--- config.mk ---
export PLATFORM = sky130hd
export DESIGN_NAME = dprc_top
export DESIGN_NICKNAME = d
export VERILOG_FILES = /design/src/rtl/dprc_pkg.sv /design/src/rtl/dprc_top.sv /design/src/rtl/dprc_window_dec.sv
export VERILOG_INCLUDE_DIRS = /design/src /design/src/rtl
export SDC_FILE = /design/constraint.sdc
export NUM_CORES = 1
export LEC_CHECK = 0
export ABC_AREA = 1
export BUFFER_PORTS_ARGS = -buffer_cell sky130_fd_sc_hd__buf_2
export CELL_PAD_IN_SITES_DETAIL_PLACEMENT = 1
export CELL_PAD_IN_SITES_GLOBAL_PLACEMENT = 1
export CORE_UTILIZATION = 30
export CTS_CLUSTER_SIZE = 25
export DETAILED_ROUTE_END_ITERATION = 16
export PLACE_DENSITY = 0.75
export SYNTH_ARGS = -nofsm -noshare
export SYNTH_HDL_FRONTEND = slang
export SYNTH_SLANG_ARGS = --single-unit
--- constraint.sdc ---
create_clock -name clk_in -period 2.8 [get_ports clk_in]
set_input_delay 0.14 -clock clk_in [delete_from_list [all_inputs] [get_ports clk_in]]
set_output_delay 0.14 -clock clk_in [all_outputs]
set_load 0.02 [all_outputs]
--- src/rtl/dprc_consts.svh ---
// Purpose: Named constants for the phase range configuration block
// Assumes: Included by bare name from the top, window decoder and bench files
// Notes: Offsets, widths, field positions, reset value, code limits and fill words only
`ifndef DPRC_CONSTS_SVH
`define DPRC_CONSTS_SVH

`define DPRC_ADDR_W 12
`define DPRC_CFG_ADDR 12'h074
`define DPRC_CFG_RESET 8'hE5
`define DPRC_BIT_LOSS_EN 7
`define DPRC_BIT_WIDE_EN 6
`define DPRC_BIT_MULTI 5
`define DPRC_CODE_HI 3
`define DPRC_CODE_LO 0
`define DPRC_CODE_SAT 4'hC
`define DPRC_LIM_W 13
`define DPRC_LIM_MAX 13'h1FFF
`define DPRC_LIM_ONE 13'h0001
`define DPRC_RD_PAD 24'h000000
`define DPRC_WORD_ZERO 32'h00000000

`endif

--- src/rtl/dprc_pkg.sv ---
// Purpose: Types shared by the phase range configuration block
// Assumes: Nothing is imported; users write dprc_pkg::name
// Notes: Bus handshake states are one-hot
package dprc_pkg;
    typedef enum logic [1:0] {
        ST_IDLE = 2'b01,
        ST_RESP = 2'b10
    } dprc_bus_state_t;
endpackage

--- src/rtl/dprc_top.sv ---
// Purpose: Phase detector range configuration register with its phase path
// Assumes: APB slave, single clock, phase error in signed fixed point UI
// Notes: Outputs lag a register write by two cycles through the decoder
//
// Functional notes
// - Bit 6 set switches the wide-range phase detector on; clear switches it off.
// - Wide detector on keeps tracking multi-UI drift at direct input rate up to 77.76 MHz.
// - Wide detector tracking range comes from the 4-bit window code, bits 3 to 0.
// - Bit 5 clear limits DPLL phase error to plus or minus one UI.
// - Window is +-(2^(code+1)-1) UI; codes 1100 to 1111 give +-8191 UI.
// - Reset loads 1110 0101: loss trigger, wide detector, multi-cycle, +-63 UI.
// - Bit 7 set declares phase loss when error exceeds window; clear never triggers.
`include "dprc_consts.svh"

module dprc_top #(
    parameter int INT_BITS = 14,
    parameter int FRAC_BITS = 8
) (
    input wire logic clk_in,
    input wire logic rstn_in,
    input wire logic psel_in,
    input wire logic penable_in,
    input wire logic pwrite_in,
    input wire logic [`DPRC_ADDR_W-1:0] paddr_in,
    input wire logic [31:0] pwdata_in,
    input wire logic [3:0] pstrb_in,
    input wire logic signed [INT_BITS+FRAC_BITS-1:0] phase_err_in,
    output logic pready_out,
    output logic [31:0] prdata_out,
    output logic pslverr_out,
    output logic coarse_loss_en_out,
    output logic wide_range_en_out,
    output logic multi_cycle_result_use_out,
    output logic [`DPRC_LIM_W-1:0] window_limit_out,
    output logic signed [INT_BITS+FRAC_BITS-1:0] dpll_phase_err_out,
    output logic signed [INT_BITS+FRAC_BITS-1:0] tracked_phase_out,
    output logic phase_loss_out
);

    localparam int W = INT_BITS + FRAC_BITS;

    ////////////////////////////////////////////////////////////////
    // Register bank and APB handshake
    dprc_pkg::dprc_bus_state_t state, next_state;
    logic [7:0] cfg, next_cfg;
    logic next_pready;
    logic [31:0] next_prdata;
    logic next_pslverr;
    logic addr_hit;

    assign addr_hit = (paddr_in == `DPRC_CFG_ADDR);

    always_comb begin
        next_state = state;
        next_cfg = cfg;
        next_pready = 1'b0;
        next_prdata = `DPRC_WORD_ZERO;
        next_pslverr = 1'b0;
        unique case (state)
            dprc_pkg::ST_IDLE: begin
                // Answer one cycle after setup; no wait states needed
                if (psel_in && !penable_in) begin
                    next_state = dprc_pkg::ST_RESP;
                    next_pready = 1'b1;
                    next_pslverr = !addr_hit;
                    if (addr_hit && !pwrite_in) begin
                        next_prdata = {`DPRC_RD_PAD, cfg};
                    end
                end
            end
            dprc_pkg::ST_RESP: begin
                next_state = dprc_pkg::ST_IDLE;
                if (psel_in && penable_in && pwrite_in && addr_hit && pstrb_in[0]) begin
                    next_cfg = pwdata_in[7:0];
                end
            end
        endcase
    end

    always_ff @(posedge clk_in or negedge rstn_in) begin
        if (!rstn_in) begin
            state <= dprc_pkg::ST_IDLE;
            cfg <= `DPRC_CFG_RESET;
            pready_out <= 1'b0;
            prdata_out <= `DPRC_WORD_ZERO;
            pslverr_out <= 1'b0;
        end else begin
            state <= next_state;
            cfg <= next_cfg;
            pready_out <= next_pready;
            prdata_out <= next_prdata;
            pslverr_out <= next_pslverr;
        end
    end

    ////////////////////////////////////////////////////////////////
    // Window decode
    logic [`DPRC_LIM_W-1:0] win_lim;

    dprc_window_dec u_win (
        .clk_in(clk_in),
        .rstn_in(rstn_in),
        .code_in(cfg[`DPRC_CODE_HI:`DPRC_CODE_LO]),
        .limit_out(win_lim)
    );

    ////////////////////////////////////////////////////////////////
    // Phase path
    function automatic logic signed [W-1:0] clamp_err(input logic signed [W-1:0] err,
                                                      input logic [W-1:0] lim);
        logic [W-1:0] mag;
        mag = err[W-1] ? W'(-err) : err;
        if (mag > lim) begin
            clamp_err = err[W-1] ? W'(-lim) : lim;
        end else begin
            clamp_err = err;
        end
    endfunction

    logic [W-1:0] err_mag;
    logic [W-1:0] win_fix;
    logic [W-1:0] one_ui;
    logic [W-1:0] track_lim;
    logic next_loss_en, next_wide, next_multi, next_loss;
    logic [`DPRC_LIM_W-1:0] next_win;
    logic signed [W-1:0] next_dpll, next_track;

    assign err_mag = phase_err_in[W-1] ? W'(-phase_err_in) : phase_err_in;
    assign win_fix = W'({win_lim, {FRAC_BITS{1'b0}}});
    assign one_ui = W'({`DPRC_LIM_ONE, {FRAC_BITS{1'b0}}});

    always_comb begin
        next_loss_en = cfg[`DPRC_BIT_LOSS_EN];
        next_wide = cfg[`DPRC_BIT_WIDE_EN];
        next_multi = cfg[`DPRC_BIT_MULTI];
        next_win = win_lim;
        // Without the wide detector only one cycle of drift can be held
        track_lim = cfg[`DPRC_BIT_WIDE_EN] ? win_fix : one_ui;
        next_track = clamp_err(phase_err_in, track_lim);
        // Multi-cycle use relies on the wide detector producing the measurement
        if (cfg[`DPRC_BIT_MULTI]) begin
            next_dpll = next_track;
        end else begin
            next_dpll = clamp_err(phase_err_in, one_ui);
        end
        next_loss = cfg[`DPRC_BIT_LOSS_EN] && (err_mag > win_fix);
    end

    always_ff @(posedge clk_in or negedge rstn_in) begin
        if (!rstn_in) begin
            coarse_loss_en_out <= 1'b0;
            wide_range_en_out <= 1'b0;
            multi_cycle_result_use_out <= 1'b0;
            window_limit_out <= '0;
            dpll_phase_err_out <= '0;
            tracked_phase_out <= '0;
            phase_loss_out <= 1'b0;
        end else begin
            coarse_loss_en_out <= next_loss_en;
            wide_range_en_out <= next_wide;
            multi_cycle_result_use_out <= next_multi;
            window_limit_out <= next_win;
            dpll_phase_err_out <= next_dpll;
            tracked_phase_out <= next_track;
            phase_loss_out <= next_loss;
        end
    end

    logic seen_write;
    always_ff @(posedge clk_in or negedge rstn_in) begin
        if (!rstn_in) begin
            seen_write <= 1'b0;
        end else if (state == dprc_pkg::ST_RESP && pwrite_in) begin
            seen_write <= 1'b1;
        end
    end
endmodule

--- src/rtl/dprc_window_dec.sv ---
// Purpose: Turns the 4-bit coarse window code into a UI limit
// Assumes: Code is stable in the register bank; one cycle of latency is fine
// Notes: Result comes out of a flip-flop
`include "dprc_consts.svh"

module dprc_window_dec (
    input wire logic clk_in,
    input wire logic rstn_in,
    input wire logic [3:0] code_in,
    output logic [`DPRC_LIM_W-1:0] limit_out
);

    ////////////////////////////////////////////////////////////////
    // Limit of +-(2^(code+1)-1) UI, saturating at 8191
    function automatic logic [`DPRC_LIM_W-1:0] window_limit(input logic [3:0] code);
        if (code >= `DPRC_CODE_SAT) begin
            window_limit = `DPRC_LIM_MAX;
        end else begin
            window_limit = `DPRC_LIM_MAX >> (`DPRC_CODE_SAT - code);
        end
    endfunction

    // Reset branch needs a plain constant, so decode the default code here
    localparam logic [7:0] RST_CFG = `DPRC_CFG_RESET;
    localparam logic [3:0] RST_CODE = RST_CFG[`DPRC_CODE_HI:`DPRC_CODE_LO];
    localparam logic [`DPRC_LIM_W-1:0] RST_LIMIT = window_limit(RST_CODE);

    logic [`DPRC_LIM_W-1:0] next_limit;

    always_comb begin
        next_limit = window_limit(code_in);
    end

    // Reset value matches the decoded default code
    always_ff @(posedge clk_in or negedge rstn_in) begin
        if (!rstn_in) begin
            limit_out <= RST_LIMIT;
        end else begin
            limit_out <= next_limit;
        end
    end

endmodule

==> results of run 1 <==
-- metrics by stage --
| step | utilization (%) | total power [mW] | hold WS, ns | TNS [ns] | area (sq um) |
|---|---|---|---|---|---|
| final | 39.31 | 3.182 | 0.01872 | 0 | 6335 |
| after global routing | 39.31 | 3.351 | 0.01271 | -0.04963 | 6335 |
| after CTS | 39.02 | 3.228 | 0.004277 | 0 | 6289 |
| after detailed placement | 37.25 | 2.074 | 0.2223 | -0.02112 | 6003 |
| after global placement | 37.25 | 2.053 | 0.2206 | 0 | 6003 |
| after floorplan | - | 1.849 | -0.1556 | 0 | 5104 |
-- state kept, by name, indices dropped and copies added (netlist names) --
register                    flops
window_limit_out               13
coarse_loss_en_out              1
multi_cycle_result_use_out      1
dpll_phase_err_out             22
pslverr_out                     1
cfg                             8
u_win.limit_out                13
phase_loss_out                  1
wide_range_en_out               1
state                           2
prdata_out                      8
pready_out                      1
tracked_phase_out              22
-- synthesized netlist by cell type (3+ instances only) --
library cell / instances / area, sq um
a21oi_1: 25 / 125.1
buf_4: 25 / 187.7
buf_6: 4 / 45.04
clkbuf_1: 4 / 15.01
dfrtp_1: 82 / 2052
dfstp_2: 12 / 315.3
ha_1: 29 / 362.9
inv_1: 77 / 289.0
mux2_2: 8 / 90.09
nand2_1: 142 / 533.0
nand3_1: 20 / 100.1
nand4_1: 4 / 25.02
nor2_1: 52 / 195.2
nor2_2: 8 / 50.05
nor2_4: 3 / 33.78
nor3_1: 11 / 55.05
o21ai_0: 16 / 80.08
o21ai_1: 4 / 20.02
o21ai_2: 11 / 96.34
xnor2_1: 3 / 26.28
xor2_1: 10 / 87.58
-- final timing paths --
| kind | start | endpoint | slack [ns] | cells past startpoint |
|---|---|---|---|---|
| worst max-delay path | cfg[6] | dpll_phase_err_out[10] | 0.19 | 14 |
| worst min-delay path | pwdata_in[4] | cfg[4] | 0.02 | 2 |
| worst max register to register | cfg[6] | dpll_phase_err_out[10] | 0.19 | 14 |
| worst min register to register | u_win.limit_out[7] | window_limit_out[7] | 0.41 | 0 |
| max in group asynchronous | rstn_in | cfg[5] | 2.02 | 3 |
| min in group asynchronous | rstn_in | tracked_phase_out[15] | 0.39 | 3 |
-- layout make-up --
| type | count | area (sq um) |
|---|---|---|
| fillers | 1975 | 9781 |
| repair buffers | 161 | 934.6 |
| flip-flops and latches | 94 | 2371 |
| inverters | 80 | 300.3 |
| well taps | 216 | 270.3 |
| clock buffers | 10 | 229.0 |
| multi-input cells | 395 | 2183 |
| clock inverters | 6 | 46.29 |
-- kinds of logic (layout without fill, tap and decap cells) --
logic type,after synthesis,count (layout),share of synthesized area [%]
flip-flops,94,94,47.18
multiplexers,8,8,1.796
buffers and inverters,116,257,11.20
XOR/XNOR,14,14,2.594
AND/OR/NAND/NOR,253,254,22.00
other,2,25,0.1497
AO/OA/AOI/OAI,65,65,7.855
adder cells (fa/ha/maj),29,29,7.232
-- layer usage --
layer / GRT usage (%) / routed length [um] / part of all wire [%]
met1: 21.51 / 6434 / 46
met2: 28.78 / 6571 / 47
met3: 5.285 / 914 / 6.5
met4: 4.328 / 158 / 1.1
met5: 0 / 0 / 0
-- power breakdown --
part | internal [mW] | leakage (nW) | total (mW) | switching (mW)
logic | 0.212 | 2.07 | 0.604 | 0.392
registers | 1.43 | 1.19 | 1.45 | 0.0199
clock network | 0.606 | 0.129 | 1.13 | 0.521
-- worst reg2reg max path, delay by kind of cell, from the launching register on --
kind | cells | cell delay (ns)
AND/OR/NAND/NOR | 8 | 0.85
buffers and inverters | 4 | 0.52
flip-flops | 1 | 0.68
AO/OA/AOI/OAI | 1 | 0.20
adder cells (fa/ha/maj) | 1 | 0.28
-- what timing repair did --
| action | 4_1_cts | 5_1_grt |
|---|---|---|
| setup buffers | 0 | 4 |
| hold buffers | 1 | 0 |
| hold endpoints to repair | 82 | 0 |
| setup endpoints to repair | 0 | 20 |
| resized for setup | 0 | 4 |
==> summary.txt, run 1 <==
run status: finished, final reports clean
Layout area overhead: 26.26%
most frequent CP cell: nand2_1
Placer Congestion: 0.8210
synthesized flop and latch total: 94
number of port buffers: 118
die extent in x: 131.3 um
die area: 17,240 sq um
Max IR drop VDD: 0.2804 mV
power density over the cells: 502.3 nW/um^2
Slew headroom: 64.76%
CP peak stage delay: 0.68 ns
syn avg cell area: 8.636 sq um
dpl cells: 940
Fin. Hold Viols: 0
vias in the first global route: 4,487
final worst slack: 0.1873 ns
Clk Latency, worst-skew pair: 0.35 ns
global route overflow: 0
commonest non-fill, non-tap cell in the layout: nand2_1
Avg WL per Cell: 14.64 um
fraction of layout cells with a size suffix above 1: 31.10%
critical path's slowest cell: dfstp_4
via count: 4,263
largest net degree at the start of global routing: 95
clock root buffer: clkbuf_16
number of nets with antenna violations after routing: 0
EDFF count, synth: 0
Slew @ Worst Pin: 0.5280 ns
DRT Pass-1 Iters: 4
CP startpoint kind: register
Detail Placement HPWL: 11.12 mm
drt via density: 4.431
Max Fclk: 382.7 MHz
n_diodes: 0
clk slew on worst S/H paths: 0.07 ns
core area: 16,120 sq um
Non-Filler Instances: 962
Hold Path Class: in2reg
Initial Utilization: 31.13%
CTS tree: done
H-tree depth reported by CTS: 3
Worst Path Arrival: 2.89 ns
Final min period: 2.613 ns
Mapped Area: 5017 sq um
setup violators final: 0
share of flip-flops with an asynchronous set or reset: 100.0%
Chip Height: 131.3 um
Clock Skew: 0.009457 ns
CP required: 3.07 ns
crit-path cells: buf_6 -> inv_2 -> nor2_4 -> inv_1 -> ha_1 -> nand2_1 -> nor3_1 -> nand3_1 -> nand2_2 -> nand2_4 -> buf_4 -> o21ai_2 -> nand2_1 -> nand2_1
clock sinks: 94
Crit Path Category: reg2reg
crit end category: register
Synth Flop Type: dfrtp_1
CP bufs+invs: 4
All-Layer GR Usage: 17.21%
Largest delay share family, worst path: simple AND/OR/NAND/NOR gates
first-pass GRT wire length: 23.12 mm
crit-path max FO: 9
CTS Buffer Depth: 2
Rows: 46
most frequent cells in the layout: nand2_1, buf_2, dfrtp_1
initial antenna violation count: 0
Final Cycle Share: 93.31%
1st-iter DRT viols: 130
IO Count: 170
Warnings, synthesis: 0
Post-layout nets: 845
Mapped Cells: 581
Max-Cap Viols: 0
Post-Route WL: 14.08 mm
Lkg Pwr: 3.397 nW
TritonCTS buffer count: 9
# DRC: 0
Max Slew Vio Count: 0
count of different cell masters after synthesis: 43
pre-CTS WS: -0.02112 ns
post-synthesis sequential area ratio: 47.18%
No activity file was read; power rests on OpenSTA's default activity.
==> run 2, diff against run 1 <==
--- a/config.mk
+++ b/config.mk
@@ -8,12 +8,13 @@
 export LEC_CHECK = 0
 export ABC_AREA = 1
 export BUFFER_PORTS_ARGS = -buffer_cell sky130_fd_sc_hd__buf_2
+export CAP_MARGIN = 20
 export CELL_PAD_IN_SITES_DETAIL_PLACEMENT = 1
 export CELL_PAD_IN_SITES_GLOBAL_PLACEMENT = 1
 export CORE_UTILIZATION = 30
 export CTS_CLUSTER_SIZE = 25
 export DETAILED_ROUTE_END_ITERATION = 16
-export PLACE_DENSITY = 0.75
+export PLACE_DENSITY_LB_ADDON = 0.1
 export SYNTH_ARGS = -nofsm -noshare
 export SYNTH_HDL_FRONTEND = slang
 export SYNTH_SLANG_ARGS = --single-unit
==> run 2 against run 1 <==
  * Sequential power barely moved
  * Die area is the same
  * Clock power about the same
  * Flip-flop and latch count unchanged
  * Non-clock buffer count up 13
  * Worst setup slack improved by 0.017 ns
  * Clock skew decreased by 0.0023 ns
  * Wire length grew 4.7%
  * Critical path depth down 1
  * Largest power group unchanged
==> summary.txt, run 2 (synthesized netlist as in run 1, its figures left out) <==
most frequent CP cell: nand2_1
Max Fclk: 385.3 MHz (+0.67%)
1st-iter DRT viols: 208 (+60%)
die extent in x: 131.3 um (unchanged)
n_diodes: 0 (unchanged)
drt via density: 4.382 (-1.1%)
met1 Usage GRT: 21.86% (+0.35 points)
DRT Pass-1 Iters: 4 (unchanged)
Slew headroom: 62.12% (-2.6 points)
top flop regs: dpll_phase_err_out (22), tracked_phase_out (22)
number of port buffers: 118 (unchanged)
Initial Utilization: 31.13% (unchanged)
Post-Route WL: 14.74 mm (+4.7%)
Placer Congestion: 0.8007 (-2.5%)
crit-path max FO: 9 (unchanged)
commonest non-fill, non-tap cell in the layout: nand2_1
vias in the first global route: 4,646 (+3.5%)
power density over the cells: 500.4 nW/um^2 (-0.38%)
TritonCTS buffer count: 9 (unchanged)
setup violators final: 0 (unchanged)
H-tree depth reported by CTS: 3 (unchanged)
clk slew on worst S/H paths: 0.07 ns (about the same)
All-Layer GR Usage: 17.80% (+0.59 points)
flop2flop setup slack: 0.20 ns (+0.02 ns)
CP peak stage delay: 0.69 ns (about the same)
CP required: 3.08 ns (about the same)
Largest delay share family, worst path: simple AND/OR/NAND/NOR gates
met3 usage: 3.395% (-1.9 points)
first-pass GRT wire length: 23.61 mm (+2.1%)
CTS Buffer Depth: 2 (unchanged)
RSZ-0062 raised after global routing: no
critical path's slowest cell: dfstp_4
Post-layout nets: 857 (+1.4%)
Rows: 46 (unchanged)
Max-Cap Viols: 0 (unchanged)
CP bufs+invs: 3 (-1)
Clock Skew: 0.007195 ns (-0.002262 ns)
FILL cells: 1,977 (+0.10%)
CTS tree: done
Max Slew Vio Count: 0 (unchanged)
number of nets with antenna violations after routing: 0 (unchanged)
fraction of layout cells with a size suffix above 1: 32.72% (+1.6 points)
layer with the highest usage: met2
Clk Latency, worst-skew pair: 0.35 ns (about the same)
clock root buffer: clkbuf_16
initial antenna violation count: 0 (unchanged)
core area: 16,120 sq um (unchanged)
crit-path cells: buf_4 -> nand2_1 -> ha_1 -> nand3_1 -> inv_1 -> a21oi_1 -> nand2_1 -> nand2_1 -> nand2_4 -> buf_4 -> o21ai_2 -> nand2_1 -> nand2_1
# DRC: 0 (unchanged)
Final Cycle Share: 92.69% (-0.62 points)
Crit Path Category: reg2reg
Max IR drop VDD: 0.2664 mV (-5.0%)
CP startpoint kind: register
Lkg Pwr: 3.478 nW (+2.4%)
Worst Path Arrival: 2.87 ns (-0.02 ns)
hold slack: 0.01379 ns (-0.004923 ns)
most frequent cells in the layout: nand2_1, buf_2, dfrtp_1
Detail Placement HPWL: 11.94 mm (+7.4%)
clock sinks: 94 (unchanged)
Power, Total: 3.237 mW (+1.7%)
die area: 17,240 sq um (unchanged)
global route overflow: 0 (unchanged)
Layout area overhead: 28.93%
Slew @ Worst Pin: 0.5683 ns (+0.04021 ns)
Chip Height: 131.3 um (unchanged)
met2 Use GR: 30.59% (+1.8 points)
run status: finished, final reports clean
crit end category: register
Avg WL per Cell: 15.14 um (+3.4%)
via count: 4,268 (+0.12%)
largest net degree at the start of global routing: 52 (-45%)
Fin. Hold Viols: 0 (unchanged)
final core occ: 40.14% (+0.83 points)
Hold Path Class: in2reg
Final min period: 2.595 ns (-0.01746 ns)
IO Count: 170 (unchanged)
run 2: power breakdown:
group / internal [mW] / switching (mW) / total [mW]
Combinational: 0.230 / 0.404 / 0.634
Clock: 0.610 / 0.543 / 1.15
Sequential: 1.43 / 0.0185 / 1.45
run 2: repair_timing:
action	CTS	global route
endpoints found under the setup margin	0	22
hold endpoints to repair	40	0
hold buffers	1	0
buffers inserted	0	2
gates resized for setup	0	9
run 2: worst paths after layout:
kind | endpoint | depth (start not counted) | start
worst max-delay path | dpll_phase_err_out[18] | 13 | cfg[6]
worst min-delay path | cfg[3] | 2 | pwdata_in[3]
max in group asynchronous | u_win.limit_out[2] | 3 | rstn_in
worst min register to register | coarse_loss_en_out | 0 | cfg[7]
worst max register to register | dpll_phase_err_out[18] | 13 | cfg[6]
min in group asynchronous | tracked_phase_out[3] | 2 | rstn_in
run 2: area by class of cell:
| type | count | area [sq um] | area share, % |
|---|---|---|---|
| clock buffers | 10 | 229.0 | 3.540 |
| clock inverters | 6 | 46.29 | 0.7157 |
| inverters | 80 | 300.3 | 4.642 |
| multi-input cells | 394 | 2195 | 33.93 |
| flip-flops and latches | 94 | 2371 | 36.65 |
| well taps | 216 | 270.3 | 4.178 |
| repair buffers | 174 | 1057 | 16.34 |
run 2: routing by layer:
layer | vias to the layer above | wire (um)
li1 | 2119 | -
met1 | 2017 | 6479
met2 | 115 | 7259
met3 | 17 | 674
met4 | 0 | 329
met5 | - | 0
run 2: metrics by stage:
stage | instances | setup TNS [ns] | setup WS [ns] | instance area (sq um)
floorplan | 604 | 0 | 0.5446 | 5104
global placement | 955 | -0.004941 | -0.004941 | 6141
detailed placement | 955 | -1.917 | -0.1235 | 6141
CTS | 972 | 0 | 0.1127 | 6426
global route | 974 | 0 | 0.005180 | 6469
finish | 974 | 0 | 0.2047 | 6469
run 2: worst reg2reg max path, delay by kind of cell (launching register included):
kind	cells	cell delay, ns
AO/OA/AOI/OAI	2	0.34
adder cells (fa/ha/maj)	1	0.32
buffers and inverters	3	0.46
flip-flops	1	0.69
AND/OR/NAND/NOR	7	0.71
